$ cat src/hdl/lcwc_pkg.sv
package lcwc_pkg;
  // ----------------------------------------------------------------
  // symbol values, Dx.y packed as {y, x}
  // ----------------------------------------------------------------
  localparam logic [7:0] SYM_COMMA = 8'hBC; // K28.5
  localparam logic [7:0] SYM_LID = 8'h23; // D3.1 lane word identifier
  localparam logic [7:0] SYM_ILID = 8'hDC; // D28.6 inverted identifier
  localparam logic [7:0] SYM_SKIP = 8'h26; // D6.1, even disparity
  localparam logic [7:0] SYM_IDLE = 8'h46; // D6.2
  localparam logic [7:0] SYM_INIT = 8'hA6; // D6.5
  localparam logic [7:0] SYM_INIT_ACKNOWLEDGE_WORD = 8'hC6; // D6.6
  localparam logic [7:0] SYM_RECOVERY_CLEAR_WORD = 8'h29; // D9.1
  localparam logic [7:0] SYM_RECOVERY_ACKNOWLEDGE_WORD = 8'h49; // D9.2
  localparam logic [7:0] SYM_STANDBY_WORD = 8'hA9; // D9.5
  localparam logic [7:0] SYM_LOS = 8'hC9; // D9.6
  localparam logic [7:0] SYM_INVERTED_SKIP_WORD = 8'hD9; // D25.6
  localparam logic [7:0] SYM_INVERTED_IDLE_WORD = 8'hB9; // D25.5
  localparam logic [7:0] SYM_INVERTED_INIT_WORD = 8'h59; // D25.2
  localparam logic [3:0] K_COMMA_ONLY = 4'h1; // only symbol 0 is k
  localparam int SKIP_INTERVAL = 5000; // words between skips, max
  localparam int SKIP_CNT_W = 13;
  localparam logic [SKIP_CNT_W-1:0] SKIP_CNT_RST = 13'h0000;
  localparam logic [7:0] CAP_RST = 8'h00;

  // one lane word, symbol 0 in bits 7:0 leaves first
  typedef struct packed {
    logic [3:0] is_k;
    logic [31:0] sym;
  } lcwc_word_t;

  // words the lane state machine may ask for; no inverted ones exist
  typedef enum logic [2:0] {
    LCWC_CMD_IDLE = 3'h0,
    LCWC_CMD_INIT = 3'h1,
    LCWC_CMD_INIT_ACKNOWLEDGE_WORD = 3'h2,
    LCWC_CMD_RECOVERY_CLEAR_WORD = 3'h3,
    LCWC_CMD_RECOVERY_ACKNOWLEDGE_WORD = 3'h4,
    LCWC_CMD_STANDBY_WORD = 3'h5,
    LCWC_CMD_LOS = 3'h6
  } lcwc_cmd_t;

  // kinds reported by the receive decoder
  typedef enum logic [3:0] {
    LCWC_K_NONE = 4'h0,
    LCWC_K_SKIP = 4'h1,
    LCWC_K_IDLE = 4'h2,
    LCWC_K_INIT = 4'h3,
    LCWC_K_INIT_ACKNOWLEDGE_WORD = 4'h4,
    LCWC_K_RECOVERY_CLEAR_WORD = 4'h5,
    LCWC_K_RECOVERY_ACKNOWLEDGE_WORD = 4'h6,
    LCWC_K_STANDBY_WORD = 4'h7,
    LCWC_K_LOS = 4'h8
  } lcwc_kind_t;

  // transmit power states, gray along run -> last -> off
  typedef enum logic [1:0] {
    LCWC_TX_RUN = 2'b00,
    LCWC_TX_LAST = 2'b01,
    LCWC_TX_OFF = 2'b11
  } lcwc_txst_t;
endpackage

$ cat src/hdl/lcwc_codec.sv
`timescale 1ns/10ps
`default_nettype none
module lcwc_codec
  import lcwc_pkg::*;
#(
  parameter int SKIP_N = lcwc_pkg::SKIP_INTERVAL // at most 5000
) (
  input wire logic mclk, // lane clock, 25 MHz
  input wire logic rst_n, // async reset, active low
  input wire logic enc_ready, // encoder takes tx word this cycle
  input wire lcwc_pkg::lcwc_cmd_t cmd, // lane word requested
  input wire logic cmd_valid, // request pending
  output logic cmd_ready, // request taken this cycle
  input wire logic [7:0] capability, // own ability, sent in ack
  input wire lcwc_pkg::lcwc_word_t up_word, // frame or other word
  input wire logic up_valid, // upper word pending
  output logic up_ready, // upper word taken this cycle
  input wire logic tx_wake, // leave standby
  output lcwc_pkg::lcwc_word_t tx_word_ff, // word to encoder
  output logic tx_valid_ff, // tx word valid
  output logic drv_en_ff, // line driver enable
  input wire lcwc_pkg::lcwc_word_t rx_word, // decoded word
  input wire logic rx_valid, // rx word valid
  output lcwc_pkg::lcwc_kind_t rx_kind_ff, // kind of lane word
  output logic rx_kind_valid_ff, // one-cycle lane word pulse
  output logic rx_inverted_ff, // word was an inverted form
  output logic [7:0] rx_cap_ff, // far end capability
  output logic rx_unknown_ff // unrecognised comma word pulse
);
  import lcwc_pkg::*;

  // ----------------------------------------------------------------
  // transmit word selection
  // ----------------------------------------------------------------
  lcwc_txst_t st_ff;
  lcwc_txst_t nxt_st;
  logic [SKIP_CNT_W-1:0] skip_cnt_ff;
  logic [SKIP_CNT_W-1:0] nxt_skip_cnt;
  logic ack_pend_ff;
  logic skip_due;
  logic load;
  logic rx_recovery_clear_word;
  logic tx_lane_ff;
  lcwc_word_t nxt_word;
  logic nxt_lane;

  function automatic lcwc_word_t lane_word(input logic [7:0] t,
                                           input logic [7:0] last);
    lane_word.is_k = K_COMMA_ONLY;
    lane_word.sym = {last, t, SYM_LID, SYM_COMMA};
  endfunction

  function automatic logic [7:0] cmd_sym(input lcwc_cmd_t c);
    case (c)
      LCWC_CMD_INIT: cmd_sym = SYM_INIT;
      LCWC_CMD_INIT_ACKNOWLEDGE_WORD: cmd_sym = SYM_INIT_ACKNOWLEDGE_WORD;
      LCWC_CMD_RECOVERY_CLEAR_WORD: cmd_sym = SYM_RECOVERY_CLEAR_WORD;
      LCWC_CMD_RECOVERY_ACKNOWLEDGE_WORD: cmd_sym = SYM_RECOVERY_ACKNOWLEDGE_WORD;
      LCWC_CMD_STANDBY_WORD: cmd_sym = SYM_STANDBY_WORD;
      LCWC_CMD_LOS: cmd_sym = SYM_LOS;
      default: cmd_sym = SYM_IDLE;
    endcase
  endfunction

  assign load = enc_ready && (st_ff == LCWC_TX_RUN);
  assign skip_due = (skip_cnt_ff == SKIP_CNT_W'(SKIP_N - 1));
  // skip beats everything so the gap bound holds under any traffic
  assign cmd_ready = load && !skip_due && !ack_pend_ff;
  assign up_ready = cmd_ready && !cmd_valid;

  // priority: skip, owed acknowledge, lane command, upper word, idle
  always_comb begin
    nxt_lane = 1'b1;
    nxt_word = lane_word(SYM_IDLE, SYM_IDLE);
    if (skip_due) begin
      nxt_word = lane_word(SYM_SKIP, SYM_SKIP);
    end else if (ack_pend_ff) begin
      nxt_word = lane_word(SYM_RECOVERY_ACKNOWLEDGE_WORD, SYM_RECOVERY_ACKNOWLEDGE_WORD);
    end else if (cmd_valid) begin
      if (cmd == LCWC_CMD_INIT_ACKNOWLEDGE_WORD) begin
        nxt_word = lane_word(SYM_INIT_ACKNOWLEDGE_WORD, capability);
      end else begin
        nxt_word = lane_word(cmd_sym(cmd), cmd_sym(cmd));
      end
    end else if (up_valid) begin
      nxt_word = up_word;
      nxt_lane = 1'b0;
    end
  end

  // skip spacing counter, restarts on every skip sent
  always_comb begin
    nxt_skip_cnt = skip_cnt_ff;
    if (load) begin
      nxt_skip_cnt = skip_due ? SKIP_CNT_RST : skip_cnt_ff + 1'b1;
    end
  end

  always_ff @(posedge mclk or negedge rst_n) begin
    if (!rst_n) begin
      skip_cnt_ff <= SKIP_CNT_RST;
    end else begin
      skip_cnt_ff <= nxt_skip_cnt;
    end
  end

  // output word register, reloaded each time the encoder takes one while running
  always_ff @(posedge mclk or negedge rst_n) begin
    if (!rst_n) begin
      tx_word_ff <= '0;
      tx_lane_ff <= 1'b0;
    end else if (load) begin
      tx_word_ff <= nxt_word;
      tx_lane_ff <= nxt_lane;
    end
  end

  // owed recovery acknowledge; a new clear wins over the send
  always_ff @(posedge mclk or negedge rst_n) begin
    if (!rst_n) begin
      ack_pend_ff <= 1'b0;
    end else if (rx_recovery_clear_word) begin
      ack_pend_ff <= 1'b1;
    end else if (load && !skip_due) begin
      ack_pend_ff <= 1'b0;
    end
  end

  // ----------------------------------------------------------------
  // standby sequencing
  // ----------------------------------------------------------------
  // the standby word must leave before the driver is released
  always_comb begin
    nxt_st = st_ff;
    case (st_ff)
      LCWC_TX_RUN: begin
        if (cmd_ready && cmd_valid && cmd == LCWC_CMD_STANDBY_WORD) begin
          nxt_st = LCWC_TX_LAST;
        end
      end
      LCWC_TX_LAST: begin
        if (enc_ready) begin
          nxt_st = LCWC_TX_OFF;
        end
      end
      LCWC_TX_OFF: begin
        if (tx_wake) begin
          nxt_st = LCWC_TX_RUN;
        end
      end
      default: nxt_st = LCWC_TX_RUN;
    endcase
  end

  always_ff @(posedge mclk or negedge rst_n) begin
    if (!rst_n) begin
      st_ff <= LCWC_TX_OFF;
      tx_valid_ff <= 1'b0;
      drv_en_ff <= 1'b0;
    end else begin
      st_ff <= nxt_st;
      tx_valid_ff <= (nxt_st != LCWC_TX_OFF) && (st_ff != LCWC_TX_OFF);
      drv_en_ff <= (nxt_st != LCWC_TX_OFF);
    end
  end

  // ----------------------------------------------------------------
  // receive decoder
  // ----------------------------------------------------------------
  logic rx_comma;
  logic rx_norm;
  logic rx_inv;
  logic rx_dup;
  logic [7:0] rx_t;
  lcwc_kind_t dec_kind;
  logic dec_inv;

  assign rx_comma = rx_valid && rx_word.sym[7:0] == SYM_COMMA &&
                    rx_word.is_k == K_COMMA_ONLY;
  assign rx_norm = rx_word.sym[15:8] == SYM_LID;
  assign rx_inv = rx_word.sym[15:8] == SYM_ILID;
  assign rx_t = rx_word.sym[23:16];
  assign rx_dup = rx_word.sym[31:24] == rx_t;
  assign rx_recovery_clear_word = rx_comma && dec_kind == LCWC_K_RECOVERY_CLEAR_WORD;

  // map identifier and type onto a kind; ack alone skips the copy check
  always_comb begin
    dec_kind = LCWC_K_NONE;
    dec_inv = 1'b0;
    if (rx_norm && rx_t == SYM_INIT_ACKNOWLEDGE_WORD) begin
      dec_kind = LCWC_K_INIT_ACKNOWLEDGE_WORD;
    end else if (rx_norm && rx_dup) begin
      case (rx_t)
        SYM_SKIP: dec_kind = LCWC_K_SKIP;
        SYM_IDLE: dec_kind = LCWC_K_IDLE;
        SYM_INIT: dec_kind = LCWC_K_INIT;
        SYM_RECOVERY_CLEAR_WORD: dec_kind = LCWC_K_RECOVERY_CLEAR_WORD;
        SYM_RECOVERY_ACKNOWLEDGE_WORD: dec_kind = LCWC_K_RECOVERY_ACKNOWLEDGE_WORD;
        SYM_STANDBY_WORD: dec_kind = LCWC_K_STANDBY_WORD;
        SYM_LOS: dec_kind = LCWC_K_LOS;
        default: dec_kind = LCWC_K_NONE;
      endcase
    end else if (rx_inv && rx_dup) begin
      dec_inv = 1'b1;
      case (rx_t)
        SYM_INVERTED_SKIP_WORD: dec_kind = LCWC_K_SKIP;
        SYM_INVERTED_IDLE_WORD: dec_kind = LCWC_K_IDLE;
        SYM_INVERTED_INIT_WORD: dec_kind = LCWC_K_INIT;
        default: dec_kind = LCWC_K_NONE;
      endcase
    end
  end

  always_ff @(posedge mclk or negedge rst_n) begin
    if (!rst_n) begin
      rx_kind_ff <= LCWC_K_NONE;
      rx_kind_valid_ff <= 1'b0;
      rx_inverted_ff <= 1'b0;
      rx_unknown_ff <= 1'b0;
    end else begin
      rx_kind_valid_ff <= rx_comma && dec_kind != LCWC_K_NONE;
      rx_unknown_ff <= rx_comma && dec_kind == LCWC_K_NONE;
      if (rx_comma) begin
        rx_kind_ff <= dec_kind;
        rx_inverted_ff <= dec_inv;
      end
    end
  end

  // far end capability held until the next acknowledge
  always_ff @(posedge mclk or negedge rst_n) begin
    if (!rst_n) begin
      rx_cap_ff <= CAP_RST;
    end else if (rx_comma && dec_kind == LCWC_K_INIT_ACKNOWLEDGE_WORD) begin
      rx_cap_ff <= rx_word.sym[31:24];
    end
  end

  // ----------------------------------------------------------------
  // assertions
  // ----------------------------------------------------------------
  logic [SKIP_CNT_W-1:0] gap_ff;
  always_ff @(posedge mclk or negedge rst_n) begin
    if (!rst_n) begin
      gap_ff <= SKIP_CNT_RST;
    end else if (load) begin
      gap_ff <= (nxt_word.sym[23:16] == SYM_SKIP && nxt_lane) ?
                SKIP_CNT_RST : gap_ff + 1'b1;
    end
  end

  a_comma_first: assert property (@(posedge mclk) disable iff (!rst_n)
    tx_lane_ff |-> tx_word_ff.sym[7:0] == SYM_COMMA &&
    tx_word_ff.is_k == K_COMMA_ONLY)
    else $error("lane word without leading comma");
  a_skip_gap: assert property (@(posedge mclk) disable iff (!rst_n)
    gap_ff < SKIP_CNT_W'(SKIP_N))
    else $error("skip spacing exceeded");
  a_skip_format: assert property (@(posedge mclk) disable iff (!rst_n)
    load && skip_due |=> tx_word_ff.sym == {SYM_SKIP, SYM_SKIP,
    SYM_LID, SYM_COMMA})
    else $error("skip word malformed");
  a_inv_skip_rx: assert property (@(posedge mclk) disable iff (!rst_n)
    rx_comma && rx_inv && rx_t == SYM_INVERTED_SKIP_WORD && rx_dup |=>
    rx_kind_valid_ff && rx_kind_ff == LCWC_K_SKIP && rx_inverted_ff)
    else $error("inverted skip not seen as skip");
  a_idle_fill: assert property (@(posedge mclk) disable iff (!rst_n)
    load && !skip_due && !ack_pend_ff && !cmd_valid && !up_valid |=>
    tx_word_ff.sym[31:16] == {SYM_IDLE, SYM_IDLE})
    else $error("idle not sent when nothing pending");
  a_inv_idle_rx: assert property (@(posedge mclk) disable iff (!rst_n)
    rx_comma && rx_inv && rx_t == SYM_INVERTED_IDLE_WORD && rx_dup |=>
    rx_kind_ff == LCWC_K_IDLE)
    else $error("inverted idle not seen as idle");
  a_inv_init_rx: assert property (@(posedge mclk) disable iff (!rst_n)
    rx_comma && rx_inv && rx_t == SYM_INVERTED_INIT_WORD && rx_dup |=>
    rx_kind_ff == LCWC_K_INIT && rx_inverted_ff)
    else $error("inverted init not flagged");
  a_recovery_clear_word_answer: assert property (@(posedge mclk) disable iff (!rst_n)
    rx_recovery_clear_word ##1 (load && !skip_due) |=>
    tx_word_ff.sym[23:16] == SYM_RECOVERY_ACKNOWLEDGE_WORD)
    else $error("recovery clear not acknowledged");
  a_standby_last: assert property (@(posedge mclk) disable iff (!rst_n)
    $fell(drv_en_ff) |-> tx_word_ff.sym[23:16] == SYM_STANDBY_WORD)
    else $error("driver off without standby word");
  a_no_inverted: assert property (@(posedge mclk) disable iff (!rst_n)
    tx_lane_ff |-> tx_word_ff.sym[15:8] == SYM_LID)
    else $error("inverted lane word generated");
  a_unknown_only: assert property (@(posedge mclk) disable iff (!rst_n)
    rx_unknown_ff |-> !rx_kind_valid_ff && rx_kind_ff == LCWC_K_NONE)
    else $error("unknown flag with valid kind");
endmodule // lcwc_codec
`default_nettype wire

$ cat config.mk
export PLATFORM = sky130hd
export DESIGN_NAME = lcwc_codec
export DESIGN_NICKNAME = d
export VERILOG_FILES = /design/src/hdl/lcwc_pkg.sv /design/src/hdl/lcwc_codec.sv
export SDC_FILE = /design/constraint.sdc
export NUM_CORES = 1
export LEC_CHECK = 0
export BUFFER_PORTS_ARGS = -buffer_cell sky130_fd_sc_hd__buf_2
export CORE_ASPECT_RATIO = 1.2
export CORE_UTILIZATION = 53
export CTS_BUF_LIST = sky130_fd_sc_hd__clkbuf_4
export DETAILED_ROUTE_END_ITERATION = 10
export MAX_ROUTING_LAYER = met4
export PLACE_DENSITY = 0.87
export SYNTH_ARGS = -nofsm -noshare
export SYNTH_HDL_FRONTEND = slang
export SYNTH_SLANG_ARGS = --single-unit
$ cat constraint.sdc
create_clock -name mclk -period 5.3 [get_ports mclk]
set_input_delay 0.265 -clock mclk [delete_from_list [all_inputs] [get_ports mclk]]
set_output_delay 0.265 -clock mclk [all_outputs]
set_load 0.005 [all_outputs]
==> impl_metrics.yaml, run 1 <==
run_status:
  outcome: "finished, final reports clean"
detailed_routing:
  remaining_drc_errors: 0
  drt-pass1-iter-count: 7
  drt-initial-drc-count: 245
  drtAntennaViolNets: 0
  wl_per_cell_um: 15.45
  viasPerCell: 5.621
  via_count: 3097
  routed_wl_um: 8511
logic_synthesis:
  ys_seq_area_share_pct: 50.57
  synth.top_cell.area_share_pct: 49.03
  yosysWarningCount: 0
  synth.distinct_cells: 54
  netlist_area_um2: 3420
  synth_nets: 415
  avgSynthCellArea_um2: 10.55
  synthArstFlopShare_pct: 100.0
  yosys.area.top_type: "dfrtp_1"
  synth-edff-count: 0
  synth_seq_cells: 69
  synth_area_leaders: "dfrtp_1 49%, nand2_1 4.5%, o21ai_0 4.2%, a22o_1 4.1%, mux2_4 3.5%"
  synth-main-ff-cell: "dfrtp_1"
  syn_inst: 324
global_routing:
  grt_use_total_pct: 26.77
  grt_pass1_wl_um: 13320
  overflow: 0
  grt_max_degree: 70
  antenna_found_initial: 0
  grt_pass1_vias: 2919
worst_setup_path:
  cp_data_arrival_time_ns: 2.83
  rr_worst_depth: 6
  cp_data_required_time_ns: 5.04
  cp-end-kind: "output pin"
  timing.rr.start: "st_ff[0]$_DFF_PN1_"
  crit_type: "reg2out"
  reg2reg_slack_ns: 2.28
  reg2reg_to: "tx_word_ff[12]$_DFFE_PN0P_"
  start_kind: "flop"
  worst-path-max-fanout: 23
power_and_ir_drop:
  power_density_nw_per_um2: 338.4
  power_w: 0.001454
  p_leak_nw: 2.079
  vdd_drop_max_mv: 0.1525
final_layout:
  area_delta_synth_final_pct: 25.69
  fin_area_um2: 4298
  final_common_cell: "buf_2"
  drive_gt1_share_pct: 39.02
  nets: 556
  diodes: 0
  mostFrequentLayoutCells: "144 x buf_2, 67 x dfrtp_1, 41 x nand2_1"
floorplan:
  die-area_um2: 6779
  die_y_um: 89.99
  io_pins: 145
  row_count: 31
  core_um2: 6128
  start_util_pct: 55.80
  die_w_um: 75.33
clock_tree:
  htree_levels: 3
  clockRootBuffer: "clkbuf_4"
  insertion_delay_ns: 0.41
  cts_buffers: 9
  cts_resized: 0
  clk_pin_slew_ns: 0.11
  cts_sinks: 69
  post_cts_buffers: 0
  cts_tree: "built"
  hold_buffers: 0
  clockBufferDepth: 2
place:
  placed_area_um2: 4175
  place_congestion: 0.8872
  post-place-ws_ns: 2.343
  hpwl_um: 6323
  port_buffers: 144
sta:
  relSlewSlack_pct: 33.59
  fin_skew_ns: 0.008314
  slew_viol_final: 0
  hold_violations: 0
  fin_crit_sh_pct: 58.46
  worst_pin_slew_ns: 0.9937
  rsz0062_at_grt: "no"
  hold_slack_ns: 0.03000
  setup_viol: 0
  fmax_mhz: 322.7
  tns_ns: 0
  fin_ws_ns: 2.202
  fin_crit_ns: 3.098
min_path:
  worstHoldPathType: "in2async"
flow_run:
  maxCapViolCount: 0
through the flow:
stage	utilization, %	cells
floorplan	-	324
global placement	68.13	536
detailed placement	68.13	536
CTS	70.13	551
global route	70.13	551
finish	70.13	551
how the worst max path moves through the flow:
stage                       startpoint                         end  slack [ns]
detailed placement  st_ff[0]$_DFF_PN1_  tx_word_ff[34]$_DFFE_PN0P_        2.34
global route        st_ff[0]$_DFF_PN1_                   cmd_ready        1.99
finish              st_ff[0]$_DFF_PN1_                   cmd_ready        2.20
CTS                 st_ff[0]$_DFF_PN1_                   cmd_ready        2.20
floorplan                  rx_word[10]    rx_cap_ff[0]$_DFFE_PN0P_        3.23
global placement    st_ff[0]$_DFF_PN1_   tx_word_ff[0]$_DFFE_PN0P_        2.52
cell families (layout without fill, tap and decap cells):
family | after synthesis | after routing | synth area share, %
compound gates | 100 | 100 | 20.42
xor+xnor | 13 | 13 | 3.330
fa+ha+maj | 1 | 1 | 0.3658
buf+inv | 22 | 167 | 3.074
flops | 69 | 69 | 50.57
mux | 8 | 8 | 3.513
simple gates | 111 | 111 | 18.73
per-layer routing:
| metal | GRT usage (%) | wire length (um) |
|---|---|---|
| met1 | 30.06 | 3384 |
| met2 | 45.39 | 4392 |
| met3 | 5.830 | 629 |
| met4 | 10.19 | 104 |
| met5 | - | 0 |
sequential cells by signal, summed over array words and instances, names as in the netlist:
| signal | count |
|---|---|
| rx_unknown_ff | 1 |
| rx_kind_ff | 4 |
| st_ff | 2 |
| tx_word_ff | 36 |
| rx_cap_ff | 8 |
| drv_en_ff | 1 |
| rx_kind_valid_ff | 1 |
| rx_inverted_ff | 1 |
| skip_cnt_ff | 13 |
| ack_pend_ff | 1 |
| tx_valid_ff | 1 |
synth_stat cells, types with 2 or more instances:
master	count
nand2b_1	8
and4bb_2	2
a31oi_1	5
nor3b_1	2
nor4_2	2
nor4b_1	2
a211oi_1	2
nand2_1	41
mux2_4	8
a221oi_1	2
xnor2_1	2
nor2_1	16
dfstp_2	2
buf_6	3
or4_1	2
o31ai_1	4
o21ai_0	29
nand3_1	6
nand4_1	4
dfrtp_1	67
a21oi_1	18
nand3b_1	3
a22o_1	16
nor2b_1	3
o221ai_1	2
clkbuf_1	13
inv_1	6
xor2_1	11
nand4b_1	2
o22a_1	11
and3_1	6
o41ai_1	2
critical path: stages, from the launching register on:
cell and delay [ns]:
dfstp_2 0.39, nor2_1 0.15, and2_1 0.71, o41a_1 0.59, nand2b_1 0.22, inv_1 0.21
buf_2 0.15
report_power, final:
part	internal (W)	switching [W]
logic	0.000195	0.000227
registers	0.000646	0.0000729
clock network	0.000137	0.000176
total	0.000978	0.000477
area by class of cell:
class	instances	area (um2)
inverter	6	22.52
fill	490	1831
clock inverter	6	55.05
sequential	69	1729
timing repair buffer	146	735.7
clock buffer	9	67.56
multi-input combinational	233	1585
tap	82	102.6
No activity file was read; power rests on OpenSTA's default activity.
==> inputs of run 2 (changes only) <==
- CORE_UTILIZATION: 53 -> 45
- PLACE_DENSITY: 0.87 -> 0.79
- clock period: 5.3 -> 2.8 ns (I/O delays scaled with it)
==> impl_metrics.yaml, run 2 (same netlist as run 1, synthesis figures left out) <==
sta:
  fin_crit_sh_pct: 83.59
  worst_pin_slew_ns: 0.9884
  relSlewSlack_pct: 33.95
  hold_slack_ns: 0.03458
  fin_skew_ns: 0.01493
  setup_viol: 0
  hold_violations: 0
  slew_viol_final: 0
  tns_ns: 0
  fin_crit_ns: 2.340
  rsz0062_at_grt: "no"
  fmax_mhz: 427.3
worst_setup_path:
  start_kind: "flop"
  cp_data_required_time_ns: 2.66
  critical_path.max_stage_delay_ns: 0.44
  crit_type: "reg2out"
  cp-end-kind: "output pin"
  worst_path_max_delay_cell: "o41a_1"
  path_cells: "nor4b_1, nand2_1, o41a_1, nand2b_1, inv_1, buf_2"
  cp.buffers_inverters: 2
  worst-path-max-fanout: 6
  cp_data_arrival_time_ns: 2.20
  crit_family: "simple AND/OR/NAND/NOR gates"
power_and_ir_drop:
  power_density_nw_per_um2: 637.8
  power_w: 0.003020
  vdd_drop_max_mv: 0.3825
  p_leak_nw: 2.265
clock_tree:
  cts_tree: "built"
  clockBufferDepth: 2
  cts_buffers: 9
  cts_resized: 0
  htree_levels: 3
  post_cts_buffers: 0
  cts_sinks: 69
  clockRootBuffer: "clkbuf_4"
  insertion_delay_ns: 0.40
  clk_pin_slew_ns: 0.11
floorplan:
  die_y_um: 97.49
  row_count: 34
  start_util_pct: 46.73
  core_um2: 7317
  io_pins: 145
  die_w_um: 81.58
  die-area_um2: 7953
final_layout:
  top_register: "tx_word_ff"
  drive_gt1_share_pct: 37.20
  final_common_cell: "buf_2"
  largest_registers: "tx_word_ff (36), skip_cnt_ff (13), rx_cap_ff (8)"
  mostFrequentLayoutCells: "144 x buf_2, 67 x dfrtp_1, 41 x nand2_1"
  nets: 594
  area_delta_synth_final_pct: 38.46
  final_util_pct: 64.71
  fin_area_um2: 4735
  largest_reg_flops: 36
  diodes: 0
global_routing:
  antenna_found_initial: 0
  grt_use_total_pct: 25.11
  grt_pass1_wl_um: 14610
  grt_pass1_vias: 3140
  grt_max_degree: 31
  overflow: 0
detailed_routing:
  wl_met2_um: 4842
  wl_met3_um: 672
  viasPerCell: 5.403
  routedLengthMet1_um: 3784
  drt-initial-drc-count: 191
  top_layer_used: "met4"
  wl_per_cell_um: 15.80
  via_count: 3231
  drtAntennaViolNets: 0
  routed_wl_um: 9450
  remaining_drc_errors: 0
  drt-pass1-iter-count: 5
place:
  port_buffers: 144
  hpwl_um: 6841
  place_congestion: 0.8490
  placed_area_um2: 4223
flow_run:
  maxCapViolCount: 0
run_status:
  outcome: "finished, final reports clean"
min_path:
  worstHoldPathType: "in2reg"
==> run 2: cell types whose count changed in the layout (fill, tap and decap cells not counted) <==
cell / previous run / this run
dlygate4sd3_1: 0 / 33
buf_4: 2 / 7
bufinv_16: 1 / 3
clkinv_2: 2 / 0
clkinv_4: 0 / 1
==> run 2: report_power, final <==
group | internal (W) | total [W] | switching [W]
sequential | 0.00122 | 0.00136 | 0.000141
combinational | 0.000418 | 0.000862 | 0.000444
clock | 0.000448 | 0.000794 | 0.000347
total | 0.00209 | 0.00302 | 0.000932
==> run 2: worst reg2reg max path, stage by stage, from the launching register on <==
cell and delay [ns]:
dfrtp_1 0.43, nor4b_1 0.37, nand2_1 0.15, o41a_1 0.44, nand2b_1 0.16, inv_1 0.11, nand2_1 0.28, o22a_1 0.21
==> run 2: repair_timing <==
action	4_1_cts	5_1_grt
setup endpoints to repair	0	0
hold buffers	33	0
endpoints found under the hold margin	61	0
==> run 2: worst paths after layout <==
path                                            startpoint                          end  slack, ns  cells past startpoint
min in group asynchronous                            rst_n  skip_cnt_ff[12]$_DFFE_PN0P_       0.30                      2
worst max-delay path            skip_cnt_ff[6]$_DFFE_PN0P_                    cmd_ready       0.46                      6
max in group asynchronous                            rst_n           st_ff[0]$_DFF_PN1_       1.65                      3
worst min register to register  tx_word_ff[19]$_DFFE_PN0P_   tx_word_ff[19]$_DFFE_PN0P_       0.49                      2
worst min-delay path                           up_word[19]   tx_word_ff[19]$_DFFE_PN0P_       0.03                      3
worst max register to register  skip_cnt_ff[6]$_DFFE_PN0P_    tx_word_ff[4]$_DFFE_PN0P_       0.60                      7
==> run 2: final cells by class <==
cell class	instances	area, um2
Clock inverter	7	113.9
Tap cell	90	112.6
Clock buffer	9	67.56
Fill cell	602	2582
Inverter	6	22.52
Timing Repair Buffer	184	1104
Sequential cell	69	1729
Multi-Input combinational cell	233	1585
==> run 2: layer usage <==
layer | GRT usage (%) | vias up
met3 | 8.169 | 16
met1 | 27.32 | 1520
met2 | 41.86 | 140
li1 | - | 1555
met4 | 9.312 | 0
met5 | - | -
==> run 2: through the flow <==
step	setup WS [ns]	std cells
global placement	0.6258	549
CTS	0.4179	598
finish	0.4596	598
global route	0.2293	598
detailed placement	0.5631	549
floorplan	0.8491	324
